[config.mk]
export PLATFORM = sky130hd
export DESIGN_NAME = mirq_top
export DESIGN_NICKNAME = d
export VERILOG_FILES = /design/src/hdl/mirq_pkg.sv /design/src/hdl/mirq_cfg_if.sv /design/src/hdl/mirq_wave.sv /design/src/hdl/mirq_top.sv
export SDC_FILE = /design/constraint.sdc
export NUM_CORES = 1
export LEC_CHECK = 0
export ABC_AREA = 1
export ABC_CLOCK_PERIOD_IN_PS = 1700
export BUFFER_PORTS_ARGS = -buffer_cell sky130_fd_sc_hd__buf_2
export CAP_MARGIN = 20
export CORE_ASPECT_RATIO = 0.5
export CORE_MARGIN = 2
export CORE_UTILIZATION = 25
export DETAILED_ROUTE_END_ITERATION = 16
export PLACE_DENSITY_LB_ADDON = 0.2
export SLEW_MARGIN = 20
export SYNTH_ARGS = -nofsm -noshare
export SYNTH_HDL_FRONTEND = slang
export SYNTH_SLANG_ARGS = --single-unit
[constraint.sdc]
create_clock -name mclk -period 1.7 [get_ports mclk]
set_input_delay 0.255 -clock mclk [delete_from_list [all_inputs] [get_ports mclk]]
set_output_delay 0.255 -clock mclk [all_outputs]
set_load 0.005 [all_outputs]
[src/hdl/mirq_pkg.sv]
// Operation
// [RL1] Mode bits 14:13 pick waveform sample source
// [RL2] Mode bit 15 accumulates positive power only
// [RL3] Each event sets its status flag
// [RL4] Enabled set flag pulls request line low
// [RL5] Host reads status first when serviced
// [RL6] Bit 0: active energy MSB rises
// [RL7] Bit 1: line voltage sag seen
// [RL8] Bit 2: half line cycle accumulation done
// [RL9] Bit 3: new waveform sample written
// [RL10] Bit 4 follows zero crossing output
// [RL11] Bit 5: temperature result ready
// [RL12] Bit 6 set after reset, never requests
// [RL13] Bit 7: active energy accumulator overflow
// [RL14] Bits 8, 9: voltage, current peak exceeded
// [RL15] Apparent energy half full and overflow flags
// [RL16] Zero crossing timeout flag
// [RL17] Power sign change flags, both directions
// [RL18] Clear-on-read status; request released afterwards
package mirq_pkg;
  localparam int ADDR_W = 6;
  localparam int REG_W = 16;
  localparam int SAMPLE_W = 24;
  localparam logic [5:0] ADDR_MODE = 6'h09;
  localparam logic [5:0] ADDR_IRQ_EN = 6'h0A;
  localparam logic [5:0] ADDR_IRQ_FLAGS = 6'h0B;
  localparam logic [5:0] ADDR_IRQ_CLR_RD = 6'h0C;
  localparam logic [15:0] MODE_RESET = 16'h000C;
  localparam logic [15:0] IRQ_EN_RESET = 16'h0000;
  localparam logic [15:0] FLAGS_RESET = 16'h0000;
  localparam logic [15:0] FLAGS_IMPL = 16'h7FFF;
  localparam int MODE_SWRST_BIT = 6;
  localparam int MODE_SRC_LO = 13;
  localparam int MODE_POS_BIT = 15;
  localparam int F_AE_HALF = 0;
  localparam int F_SAG = 1;
  localparam int F_CYC_DONE = 2;
  localparam int F_NEW_SAMPLE = 3;
  localparam int F_ZX = 4;
  localparam int F_TEMP = 5;
  localparam int F_RESET = 6;
  localparam int F_AE_OVF = 7;
  localparam int F_V_PEAK = 8;
  localparam int F_I_PEAK = 9;
  localparam int F_VA_HALF = 10;
  localparam int F_VA_OVF = 11;
  localparam int F_ZX_TO = 12;
  localparam int F_POS = 13;
  localparam int F_NEG = 14;
  typedef enum logic [1:0] {
    MIRQ_SRC_POWER = 2'h0,
    MIRQ_SRC_RSVD = 2'h1,
    MIRQ_SRC_CH1 = 2'h2,
    MIRQ_SRC_CH2 = 2'h3
  } mirq_src_t;
endpackage

[src/hdl/mirq_cfg_if.sv]
`timescale 1ns/1ns
interface mirq_cfg_if;
  logic [1:0] src_sel;
  logic pos_only;
  logic wave_new;
  modport ctrl (output src_sel, output pos_only, input wave_new);
  modport wave (input src_sel, input pos_only, output wave_new);
endinterface

[src/hdl/mirq_wave.sv]
`timescale 1ns/1ns
module mirq_wave #(
  parameter int SAMPLE_W = mirq_pkg::SAMPLE_W
) (
  // Clock and reset
  input wire logic mclk,
  input wire logic rst_n,
  input wire logic clk_en,
  // Mode fields in, sample event out
  mirq_cfg_if.wave cfg,
  // Sample sources
  input wire logic sample_strobe,
  input wire logic [SAMPLE_W-1:0] power_lowpass_output,
  input wire logic [SAMPLE_W-1:0] ch1_sample,
  input wire logic [SAMPLE_W-1:0] ch2_sample,
  input wire logic power_negative,
  // Results
  output logic [SAMPLE_W-1:0] wave_q,
  output logic accum_enable
);
  logic [SAMPLE_W-1:0] pick;
  logic take;
  logic new_q;

  // Reserved source code leaves the waveform register untouched
  assign take = sample_strobe && (cfg.src_sel != mirq_pkg::MIRQ_SRC_RSVD);
  assign pick = (cfg.src_sel == mirq_pkg::MIRQ_SRC_CH1) ? ch1_sample :
                (cfg.src_sel == mirq_pkg::MIRQ_SRC_CH2) ? ch2_sample :
                power_lowpass_output; // RL1
  assign accum_enable = !(cfg.pos_only && power_negative); // RL2
  assign cfg.wave_new = new_q;

  always_ff @(posedge mclk or negedge rst_n)
  begin
    if (!rst_n)
    begin
      wave_q <= '0;
      new_q <= 1'b0;
    end
    else if (clk_en)
    begin
      if (take)
        wave_q <= pick; // RL1
      new_q <= take;
    end
  end
endmodule

[src/hdl/mirq_top.sv]
`timescale 1ns/1ns
module mirq_top #(
  parameter int SAMPLE_W = mirq_pkg::SAMPLE_W
) (
  // Clock and reset
  input wire logic mclk,
  input wire logic rst_n,
  input wire logic clk_en,
  // Register port
  input wire logic [mirq_pkg::ADDR_W-1:0] reg_addr,
  input wire logic reg_wr,
  input wire logic reg_rd,
  input wire logic [mirq_pkg::REG_W-1:0] reg_wdata,
  output logic [mirq_pkg::REG_W-1:0] reg_rdata,
  // Metering events; energy MSB, zero crossing and power sign inputs are levels, the rest one-cycle pulses
  input wire logic active_energy_msb,
  input wire logic sag_detect,
  input wire logic line_cycle_done,
  input wire logic zero_cross_state,
  input wire logic temp_ready,
  input wire logic active_energy_overflow,
  input wire logic voltage_peak_flag,
  input wire logic current_peak_flag,
  input wire logic apparent_energy_msb,
  input wire logic apparent_energy_overflow,
  input wire logic zero_cross_timeout,
  input wire logic power_negative,
  // Waveform sample sources
  input wire logic sample_strobe,
  input wire logic [SAMPLE_W-1:0] power_lowpass_output,
  input wire logic [SAMPLE_W-1:0] ch1_sample,
  input wire logic [SAMPLE_W-1:0] ch2_sample,
  // Datapath controls
  output logic [SAMPLE_W-1:0] wave_data,
  output logic accum_enable,
  output logic [1:0] sample_source_select,
  output logic positive_only_accumulate,
  // Open-drain request line
  output logic irq_n_level,
  output logic irq_n_oe
);
  logic [15:0] mode_q;
  logic [15:0] en_q;
  logic [15:0] flags_q;
  logic [15:0] flags_d;
  logic [15:0] events;
  logic [15:0] clr_mask;
  logic [15:0] rd_mux;
  logic ae_msb_q;
  logic va_msb_q;
  logic neg_q;
  logic rst_pend_q;
  logic wr_mode;
  logic wr_en;
  logic rd_clr;
  logic swrst;
  logic irq_active;
  mirq_cfg_if cfg ();

  assign wr_mode = reg_wr && (reg_addr == mirq_pkg::ADDR_MODE);
  assign wr_en = reg_wr && (reg_addr == mirq_pkg::ADDR_IRQ_EN);
  assign rd_clr = reg_rd && (reg_addr == mirq_pkg::ADDR_IRQ_CLR_RD);
  assign swrst = wr_mode && reg_wdata[mirq_pkg::MODE_SWRST_BIT];

  assign sample_source_select = mode_q[mirq_pkg::MODE_SRC_LO +: 2]; // RL1
  assign positive_only_accumulate = mode_q[mirq_pkg::MODE_POS_BIT]; // RL2
  assign cfg.src_sel = sample_source_select;
  assign cfg.pos_only = positive_only_accumulate;

  // Event map into status bits
  assign events[mirq_pkg::F_AE_HALF] = active_energy_msb && !ae_msb_q; // RL6
  assign events[mirq_pkg::F_SAG] = sag_detect; // RL7
  assign events[mirq_pkg::F_CYC_DONE] = line_cycle_done; // RL8
  assign events[mirq_pkg::F_NEW_SAMPLE] = cfg.wave_new; // RL9
  assign events[mirq_pkg::F_ZX] = 1'b0;
  assign events[mirq_pkg::F_TEMP] = temp_ready; // RL11
  assign events[mirq_pkg::F_RESET] = rst_pend_q; // RL12
  assign events[mirq_pkg::F_AE_OVF] = active_energy_overflow; // RL13
  assign events[mirq_pkg::F_V_PEAK] = voltage_peak_flag; // RL14
  assign events[mirq_pkg::F_I_PEAK] = current_peak_flag; // RL14
  assign events[mirq_pkg::F_VA_HALF] = apparent_energy_msb && !va_msb_q; // RL15
  assign events[mirq_pkg::F_VA_OVF] = apparent_energy_overflow; // RL15
  assign events[mirq_pkg::F_ZX_TO] = zero_cross_timeout; // RL16
  assign events[mirq_pkg::F_POS] = neg_q && !power_negative; // RL17
  assign events[mirq_pkg::F_NEG] = !neg_q && power_negative; // RL17
  assign events[15] = 1'b0;

  // Set wins over clear-on-read; bit 4 is a live copy of zero crossing
  assign clr_mask = rd_clr ? 16'hFFFF : 16'h0000; // RL18
  always_comb
  begin
    flags_d = ((flags_q & ~clr_mask) | events) & mirq_pkg::FLAGS_IMPL; // RL3
    flags_d[mirq_pkg::F_ZX] = zero_cross_state; // RL10
  end

  assign rd_mux = (reg_addr == mirq_pkg::ADDR_MODE) ? mode_q :
                  (reg_addr == mirq_pkg::ADDR_IRQ_EN) ? en_q :
                  (reg_addr == mirq_pkg::ADDR_IRQ_FLAGS) ? flags_q :
                  (reg_addr == mirq_pkg::ADDR_IRQ_CLR_RD) ? flags_q :
                  16'h0000;

  // Reset flag can never raise a request
  assign irq_active = |(flags_q & en_q &
                        ~(16'h0001 << mirq_pkg::F_RESET)); // RL4 RL12
  assign irq_n_level = 1'b0;
  assign irq_n_oe = irq_active; // RL4 RL18

  always_ff @(posedge mclk or negedge rst_n)
  begin
    if (!rst_n)
    begin
      mode_q <= mirq_pkg::MODE_RESET;
      en_q <= mirq_pkg::IRQ_EN_RESET;
      flags_q <= mirq_pkg::FLAGS_RESET;
      reg_rdata <= 16'h0000;
      ae_msb_q <= 1'b0;
      va_msb_q <= 1'b0;
      neg_q <= 1'b0;
      rst_pend_q <= 1'b1;
    end
    else if (clk_en)
    begin
      ae_msb_q <= active_energy_msb;
      va_msb_q <= apparent_energy_msb;
      neg_q <= power_negative;
      if (reg_rd)
        reg_rdata <= rd_mux; // RL18
      if (swrst)
      begin
        mode_q <= mirq_pkg::MODE_RESET;
        en_q <= mirq_pkg::IRQ_EN_RESET;
        flags_q <= mirq_pkg::FLAGS_RESET;
        rst_pend_q <= 1'b1; // RL12
      end
      else
      begin
        if (wr_mode)
          mode_q <= reg_wdata;
        if (wr_en)
          en_q <= reg_wdata;
        flags_q <= flags_d;
        rst_pend_q <= 1'b0;
      end
    end
  end

  mirq_wave #(
    .SAMPLE_W(SAMPLE_W)
  ) u_wave (
    .mclk(mclk),
    .rst_n(rst_n),
    .clk_en(clk_en),
    .cfg(cfg),
    .sample_strobe(sample_strobe),
    .power_lowpass_output(power_lowpass_output),
    .ch1_sample(ch1_sample),
    .ch2_sample(ch2_sample),
    .power_negative(power_negative),
    .wave_q(wave_data),
    .accum_enable(accum_enable)
  );
endmodule

==> results.cfg, run 1 <==
[finish]
fin_nets = 927
ff_latch_area_um2 = 2306
area_growth_pct = 30.06
multi_input_area_um2 = 2143
diodes = 0
layout-drive-gt1-share_pct = 26.34
nFillCells = 2017

[yosys]
synth_top_cells_by_area = dfrtp_1, nand2_1, nand3_1
synth.most_common_cell = nand2_1
ys_seq_elements = 92
ys_warn_count = 0
yosys.area.top_type = dfrtp_1
ys_seq_area_share_pct = 47.92
synthesis.nets = 775
synthesis.area_um2 = 4812
synth.distinct_cells = 27
synth_ff_type = dfrtp_1
syn_area_per_cell_um2 = 7.258
async_flop_share_pct = 100.0
synth_commonest_cells = nand2_1, dfrtp_1, nor2_1
postSynthCellCount = 663
synth_top_area_share_pct = 46.28
synth_edf_count = 0

[sta]
hold_ws_ns = 0.1077
rsz0062_at_grt = true
layout_setup_ws_ns = 0.03588
max_freq_mhz = 600.9
worst_clock_skew_ns = 0.007376
relSlewSlack_pct = 66.17
timing.final.crit_period_ns = 1.664
finalHoldViolations = 0
timing.final.max_slew_violations = 0
finalCritPeriodShare_pct = 97.89
setup-tns-final_ns = 0
setup_viol = 0
tightestPinTransition_ns = 0.5067

[pwr]
power.share.switching_pct = 29.80
pwr-share-seq_pct = 46.4
ir_drop_v = 0.0004867
power_density_nw_per_um2 = 872.0
intPower_uw = 3831
p_leak_uw = 0.003412
p_sw_uw = 1626
clkPwrFrac_pct = 36.8
p_comb_share_pct = 16.8
total_power_uw = 5457

[worst_setup_path]
critPathMaxFanout = 3
crit_buf_inv = 1
worstPathCellList = nand2_1 -> nand2_1 -> a221oi_2 -> nand3_1 -> buf_2
arrival_ns = 1.41
cpMaxStageDelayCell = dfrtp_1
cp_top_family = flip-flops
path_class = flip-flop to primary output
regToRegStartpoint = mode_q[14]
r2r_cells = 6
crit_end = irq_n_oe
critPathLaunch = en_q[3]
crit_required_ns = 1.44
max_stage_delay_ns = 0.42
startpoint_type = flip-flop
crit_path_end_kind = primary output
cp.depth = 5
reg2reg_slack_ns = 0.29
crit_top_cell = nand2_1
r2r_end = reg_rdata[14]

[cts]
clkSinkCount = 92
cts_buffers = 9
cts.path.max_buffers = 2
post-cts-setup-buffers = 0
path_clk_slew_ns = 0.08
cts-htree-levels = 3
clock_latency_ns = 0.34
cts_tree = done
root_buffer = clkbuf_16

[global_route]
overflow = 0
grt_pass1_vias = 4619
antenna_found_initial = 0
grt_pass1_wl_um = 24400
grt_max_degree = 45
grt.total_usage_pct = 15.09

[placement]
port_buffers = 156
gp_congestion = 0.9000
place_hpwl_um = 11250
post-place-ws_ns = 0.1524

[floorplan]
ioPinCount = 158
dieArea_um2 = 20440
start_util_pct = 25.86
rows = 35
die_height_um = 102.1
die_x_um = 200.2
design.core.area_um2 = 18610

[detailed_routing]
antenna_left = 0
vias = 4830
vias_per_cell = 4.476
wl_um = 15260
wl_per_cell_um = 14.14
firstDrtPassIters = 4
first_iter_violations = 331
route.detailed.drc = 0

[hold_path]
min_path_type = primary input to flip-flop

[job]
cap_violations = 0

[outcome]
status = completed
## power groups by stage
stage               Clock (uW)  Sequential (uW)  Combinational, uW
global route              2170             2560               1050
detailed placement           0             2580                926
global placement             0             2570                924
CTS                       2080             2530                936
floorplan                    0             2550                461
finish                    2010             2530                916
## state kept, by name, indices dropped and copies added (netlist names)
register             flops
neg_q                    1
mode_q                  16
rst_pend_q               1
u_wave.cfg.wave_new      1
reg_rdata               16
flags_q                 15
en_q                    16
va_msb_q                 1
u_wave.wave_q           24
ae_msb_q                 1
## worst register-to-register path: cells and delay by family (launching register included)
kind | cells | cell delay [ns]
compound gates | 1 | 0.05
simple gates | 2 | 0.12
buf+inv | 3 | 0.74
flops | 1 | 0.39
## timing repair
action / CTS / global route
gates resized for setup: 2 / 0
pin swaps: 0 / 3
hold buffers: 1 / 0
endpoints found under the setup margin: 1 / 1
hold endpoints to repair: 24 / 0
## cell type report
class                   instances  area share (%)
clock buffers                   9           3.599
clock inverters                 7           1.060
inverters                      45           2.719
multi-input cells             486           34.25
flip-flops and latches         92           36.85
well taps                     259           5.178
repair buffers                181           16.35
## worst min-delay path by stage
stage                     startpoint          endpoint  cells after the start
floorplan                      rst_n          ae_msb_q                      0
global placement               rst_n  u_wave.wave_q[9]                      1
detailed placement             rst_n  u_wave.wave_q[9]                      1
CTS                 zero_cross_state        flags_q[4]                      3
global route        zero_cross_state        flags_q[4]                      3
finish              zero_cross_state        flags_q[4]                      3
## cells by family (layout without fill, tap and decap cells)
logic type	count (synthesis)	count (layout)	synth area share (%)
DFF	92	92	47.92
and+or+nand+nor	419	419	35.13
other	1	1	0.07793
buffers and inverters	85	242	7.878
AOI/OAI and AO/OA	66	66	8.996
## layer usage
| layer | GRT usage (%) | share of wire, % | up-vias |
|---|---|---|---|
| met4 | 2.813 | 0.98 | 0 |
| met5 | 0 | 0 | - |
| met2 | 25.13 | 44 | 143 |
| met1 | 20.41 | 49 | 2261 |
| met3 | 3.476 | 5.6 | 14 |
| li1 | - | - | 2412 |
## metrics by stage
stage | util [%] | cell area, um2 | std cells
6_report | 33.63 | 6259 | 1079
5_1_grt | 33.63 | 6259 | 1079
4_1_cts | 33.63 | 6259 | 1079
3_5_place_dp | 31.96 | 5948 | 1062
3_3_place_gp | 31.96 | 5948 | 1062
2_1_floorplan | - | 4812 | 663
## layout by cell type (no fill, tap or decap)
master | netlist | final
clkinvlp_4 | 0 | 2
dfrtp_1 | 89 | 89
nand2_1 | 281 | 281
o21ai_1 | 13 | 13
nand3b_1 | 1 | 1
or2_2 | 1 | 1
conb_1 | 1 | 1
nand3_2 | 1 | 1
o21ai_0 | 3 | 3
inv_1 | 38 | 38
buf_4 | 3 | 21
a22o_1 | 1 | 1
buf_2 | 20 | 155
inv_6 | 0 | 1
buf_12 | 0 | 4
o22ai_1 | 1 | 1
nor2_2 | 2 | 3
clkbuf_16 | 0 | 9
a41oi_1 | 24 | 24
inv_2 | 6 | 6
nand4_1 | 3 | 3
inv_8 | 0 | 3
a221oi_2 | 0 | 1
a221oi_1 | 2 | 1
dfstp_2 | 3 | 3
nand4_2 | 1 | 1
dlygate4sd3_1 | 0 | 1
nand3_1 | 55 | 55
clkinv_2 | 1 | 1
nor2_4 | 2 | 3
a21oi_1 | 22 | 22
clkinv_4 | 0 | 1
nor2_1 | 72 | 70
Note: power is estimated with default switching activity, not from simulation.
==> run 2: changes to the inputs <==
--- a/config.mk
+++ b/config.mk
@@ -10,11 +10,13 @@
 export BUFFER_PORTS_ARGS = -buffer_cell sky130_fd_sc_hd__buf_2
 export CAP_MARGIN = 20
 export CORE_ASPECT_RATIO = 0.5
-export CORE_MARGIN = 2
+export CORE_MARGIN = 10
 export CORE_UTILIZATION = 25
 export DETAILED_ROUTE_END_ITERATION = 16
 export PLACE_DENSITY_LB_ADDON = 0.2
+export REMOVE_ABC_BUFFERS = 1
 export SLEW_MARGIN = 20
 export SYNTH_ARGS = -nofsm -noshare
 export SYNTH_HDL_FRONTEND = slang
+export SYNTH_HIERARCHICAL = 1
 export SYNTH_SLANG_ARGS = --single-unit
==> results.cfg, run 2 <==
[hold_path]
min_delay_path_depth = 3
min_path_type = primary input to flip-flop
whs_endpoint = flags_q[4]
hp-start = zero_cross_state

[worst_setup_path]
r2r_cells = 3
startpoint_type = flip-flop
cpMaxStageDelayCell = dfrtp_1
critPathLaunch = en_q[14]
regToRegStartpoint = mode_q[13]
crit_top_cell = nand2_1
max_stage_delay_ns = 0.42
r2r_end = u_wave/cfg.wave_new
arrival_ns = 1.44
worstPathCellList = nand2_1 -> nand2_1 -> a211oi_2 -> nand3_1 -> buf_2
critPathMaxFanout = 3
path_class = flip-flop to primary output
reg2reg_slack_ns = 0.32
crit_required_ns = 1.44
crit_path_end_kind = primary output
crit_buf_inv = 1
cp_top_family = flip-flops

[finish]
largest_reg_flops = 24
fin_nets = 980
layout-drive-gt1-share_pct = 27.03
layout.cells.most_common_list = nand2_1, buf_2, nand3_1
instances_no_fill = 1141
area_growth_pct = 29.00
layout_commonest_cell = nand2_1
largest-register = u_wave/wave_q

[global_route]
antenna_found_initial = 2
overflow = 0
grt_pass1_vias = 5001
grt_pass1_wl_um = 28460
grt.total_usage_pct = 13.04
grt_max_degree = 50

[yosys]
ys_seq_elements = 92
synth_ff_type = dfrtp_1
synth.distinct_cells = 29
yosys.area.top_type = dfrtp_1
synth_edf_count = 0
async_flop_share_pct = 100.0
synth_top_cells_by_area = dfrtp_1, nand2_1, nand3_1
ys_seq_area_share_pct = 45.60
synth.most_common_cell = nand2_1
ys_warn_count = 6
synth_top_area_share_pct = 44.04
synthesis.area_um2 = 5057
postSynthCellCount = 714
syn_area_per_cell_um2 = 7.083
synth_commonest_cells = nand2_1, nand3_1, dfrtp_1

[detailed_routing]
vias_per_cell = 4.360
route.detailed.drc = 0
wl_um = 17450
wl_per_cell_um = 15.29
firstDrtPassIters = 5
antenna_left = 0
vias = 4975
first_iter_violations = 245

[cts]
path_clk_slew_ns = 0.08
root_buffer = clkbuf_16
clkSinkCount = 92
cts-htree-levels = 3
cts.path.max_buffers = 2
cts_buffers = 9
clock_latency_ns = 0.35
cts_tree = done

[floorplan]
die_height_um = 120.6
design.core.area_um2 = 19680
start_util_pct = 25.69
rows = 36
ioPinCount = 158
die_x_um = 221.1
dieArea_um2 = 26660

[sta]
worst_clock_skew_ns = 0.01148
timing.final.max_slew_violations = 0
timing.final.crit_period_ns = 1.696
setup_viol = 0
finalCritPeriodShare_pct = 99.78
finalHoldViolations = 0
max_freq_mhz = 589.5
rsz0062_at_grt = true

[placement]
place_hpwl_um = 12940
port_buffers = 156
post-place-cells = 1119
gp_congestion = 0.8053

[pwr]
power_density_nw_per_um2 = 853.1
ir_drop_v = 0.0003606
p_leak_uw = 0.003736
total_power_uw = 5565

[job]
cap_violations = 0

[outcome]
status = completed
==> run 2: logic make-up after synthesis <==
family / count (synthesis) / synth area share (%)
simple gates: 493 / 42.01
flops: 92 / 45.60
buf+inv: 87 / 7.843
compound gates: 41 / 4.478
other cells: 1 / 0.07415
==> run 2: repair_timing <==
item                                   4_1_cts  5_1_grt
setup buffers                                2        1
gates resized for setup                      4        3
pin swaps                                    1        3
endpoints found under the hold margin       38        0
gates cloned                                 0        0
hold buffers                                 1        0
setup endpoints to repair                    2        2
==> run 2: how the worst max path moves through the flow <==
stage                       endpoint  depth (start not counted)
floorplan           u_wave/wave_q[0]                          5
global placement             en_q[4]                          7
detailed placement           en_q[3]                          7
CTS                         irq_n_oe                          5
global route                irq_n_oe                          5
finish                      irq_n_oe                          5
==> run 2: worst register-to-register path, cell delays in order, from the launching register on <==
cell and delay [ns]:
dfrtp_1 0.55, a21oi_4 0.13, inv_2 0.38, o21ai_0 0.17
==> run 2: power by group <==
part           internal (uW)  switching (uW)  leakage, uW
registers               2390             140      0.00118
clock network           1050             990     0.000149
logic                    420             578      0.00241
total                   3860            1710      0.00374
==> run 2: per-layer routing <==
layer,GRT usage (%),up-vias,wire (um)
met3,2.934,8,1099
met4,2.297,0,105
met1,17.26,2305,8204
li1,-,2545,-
met5,0,-,0
met2,21.62,117,8036
==> run 2: layout make-up <==
class / instances / area (um2)
Inverter: 46 / 172.7
Timing Repair Buffer: 184 / 1028
Clock inverter: 7 / 76.32
Clock buffer: 9 / 225.2
Multi-Input combinational cell: 535 / 2377
Sequential cell: 92 / 2306
Fill cell: 2145 / 13160
Tap cell: 266 / 332.8
Antenna cell: 2 / 5.005
==> run 2: per-stage QoR <==
step / util, % / setup WS (ns) / hold slack, ns / TNS (ns) / area [um2]
final: 33.14 / 0.003756 / 0.1232 / 0 / 6524
after global routing: 33.12 / -0.07803 / 0.1194 / -0.07803 / 6519
after CTS: 33.03 / -0.02263 / 0.1116 / -0.02263 / 6502
after detailed placement: 31.27 / 0.2172 / 0.08117 / 0 / 6155
after global placement: 31.27 / 0.2358 / 0.08028 / 0 / 6155
after floorplan: - / -0.7285 / -0.04059 / -18.14 / 4833
==> run 3: changes to the inputs <==
==> constraint.sdc (replaced) <==
create_clock -name mclk -period 1.7 [get_ports mclk]
set_input_delay 0.17 -clock mclk [delete_from_list [all_inputs] [get_ports mclk]]
set_output_delay 0.17 -clock mclk [all_outputs]
set_load 0.005 [all_outputs]
==> results.cfg, run 3 (synthesis results as in run 2) <==
[cts]
clock_latency_ns = 0.34
cts_buffers = 9
post-cts-setup-buffers = 0
clkSinkCount = 92
path_clk_slew_ns = 0.07
cts.path.max_buffers = 2
cts-htree-levels = 3
root_buffer = clkbuf_16
cts_tree = done

[global_route]
overflow = 0
antenna_found_initial = 0
grt.total_usage_pct = 12.62
met3_usage_pct = 2.790
grtUsageMet2_pct = 21.22
groute.layer.met1.usage_pct = 16.38
grt_max_degree = 55
grt_pass1_vias = 4989
grt_busiest_layer = met2
grt_pass1_wl_um = 27640

[worst_setup_path]
startpoint_type = flip-flop
crit_path_end_kind = primary output
path_class = flip-flop to primary output
reg2reg_slack_ns = 0.41
critPathMaxFanout = 3
arrival_ns = 1.41
crit_required_ns = 1.53

[sta]
setup_viol = 0
max_freq_mhz = 632.0
timing.final.crit_period_ns = 1.582
rsz0062_at_grt = false
layout_setup_ws_ns = 0.1177
finalHoldViolations = 0
worst_clock_skew_ns = 0.009054
setup-tns-final_ns = 0
finalCritPeriodShare_pct = 93.08
timing.final.max_slew_violations = 0

[floorplan]
rows = 36
dieArea_um2 = 26660
design.core.area_um2 = 19680
start_util_pct = 25.69
ioPinCount = 158
die_x_um = 221.1
die_height_um = 120.6

[finish]
fin_nets = 973
instances_no_fill = 1132
layout_commonest_cell = nand2_1
largest-register = u_wave/wave_q
layout.cells.most_common_list = nand2_1, buf_2, nand3_1
layout-drive-gt1-share_pct = 26.21
diodes = 0
largest_reg_flops = 24
post-route-util_pct = 33.14
area_growth_pct = 29.00

[job]
cap_violations = 0

[placement]
post-place-ws_ns = 0.2980
port_buffers = 156
gp_congestion = 0.7881
post-place-cells = 1115
place_hpwl_um = 12580

[detailed_routing]
antenna_left = 0
wl_um = 16920
vias_per_cell = 4.367
route.detailed.drc = 0
first_iter_violations = 287
vias = 4943
wl_per_cell_um = 14.95
firstDrtPassIters = 5

[pwr]
power_density_nw_per_um2 = 874.0
p_leak_uw = 0.003729
total_power_uw = 5702
ir_drop_v = 0.0005138

[hold_path]
min_path_type = primary input to flip-flop

[outcome]
status = completed
==> run 3: final timing paths <==
check                            startpoint                   to  cells past startpoint
max                                en_q[11]             irq_n_oe                      5
min                        zero_cross_state           flags_q[4]                      3
max reg2reg                      mode_q[14]  u_wave/cfg.wave_new                      4
min reg2reg                    reg_rdata[2]         reg_rdata[2]                      2
max in group asynchronous             rst_n    u_wave/wave_q[11]                      3
min in group asynchronous             rst_n        reg_rdata[15]                      2
==> run 3: final cells by class <==
cell class,count,area [um2]
clock buffer,9,225.2
inverter,46,172.7
multi-input combinational,535,2372
clock inverter,7,96.34
timing repair buffer,177,1018
fill,2117,13160
tap,266,332.8
sequential,92,2306
==> run 3: power by group <==
part / leakage (uW) / internal [uW] / switching (uW)
Clock: 0.000161 / 1300 / 895
Combinational: 0.00239 / 413 / 565
Sequential: 0.00118 / 2390 / 141
==> run 3: per-stage QoR <==
step                      cell area, um2  hold slack [ns]
after floorplan                     4833          -0.1256
after global placement              6175        -0.003444
after detailed placement            6175        -0.005565
after CTS                           6513          0.03917
after global routing                6524          0.03808
final                               6524          0.04815
==> run 3: per-layer routing <==
layer	up-vias	share of wire, %
met2	141	46
met5	-	0
li1	2526	-
met1	2265	48
met4	0	0.96
met3	11	5.2
==> run 3: critical path, stage by stage, from the launching register on <==
cell,delay [ns]
dfrtp_1,0.41
nand2_1,0.09
nand3_1,0.10
a211oi_2,0.19
nand3_1,0.13
buf_2,0.16
==> run 3: repair_timing <==
action | in CTS | in global routing
cloned | 0 | 0
setup endpoints to repair | 1 | 1
endpoints found under the hold margin | 89 | 0
gates resized for setup | 1 | 2
hold buffers | 1 | 0
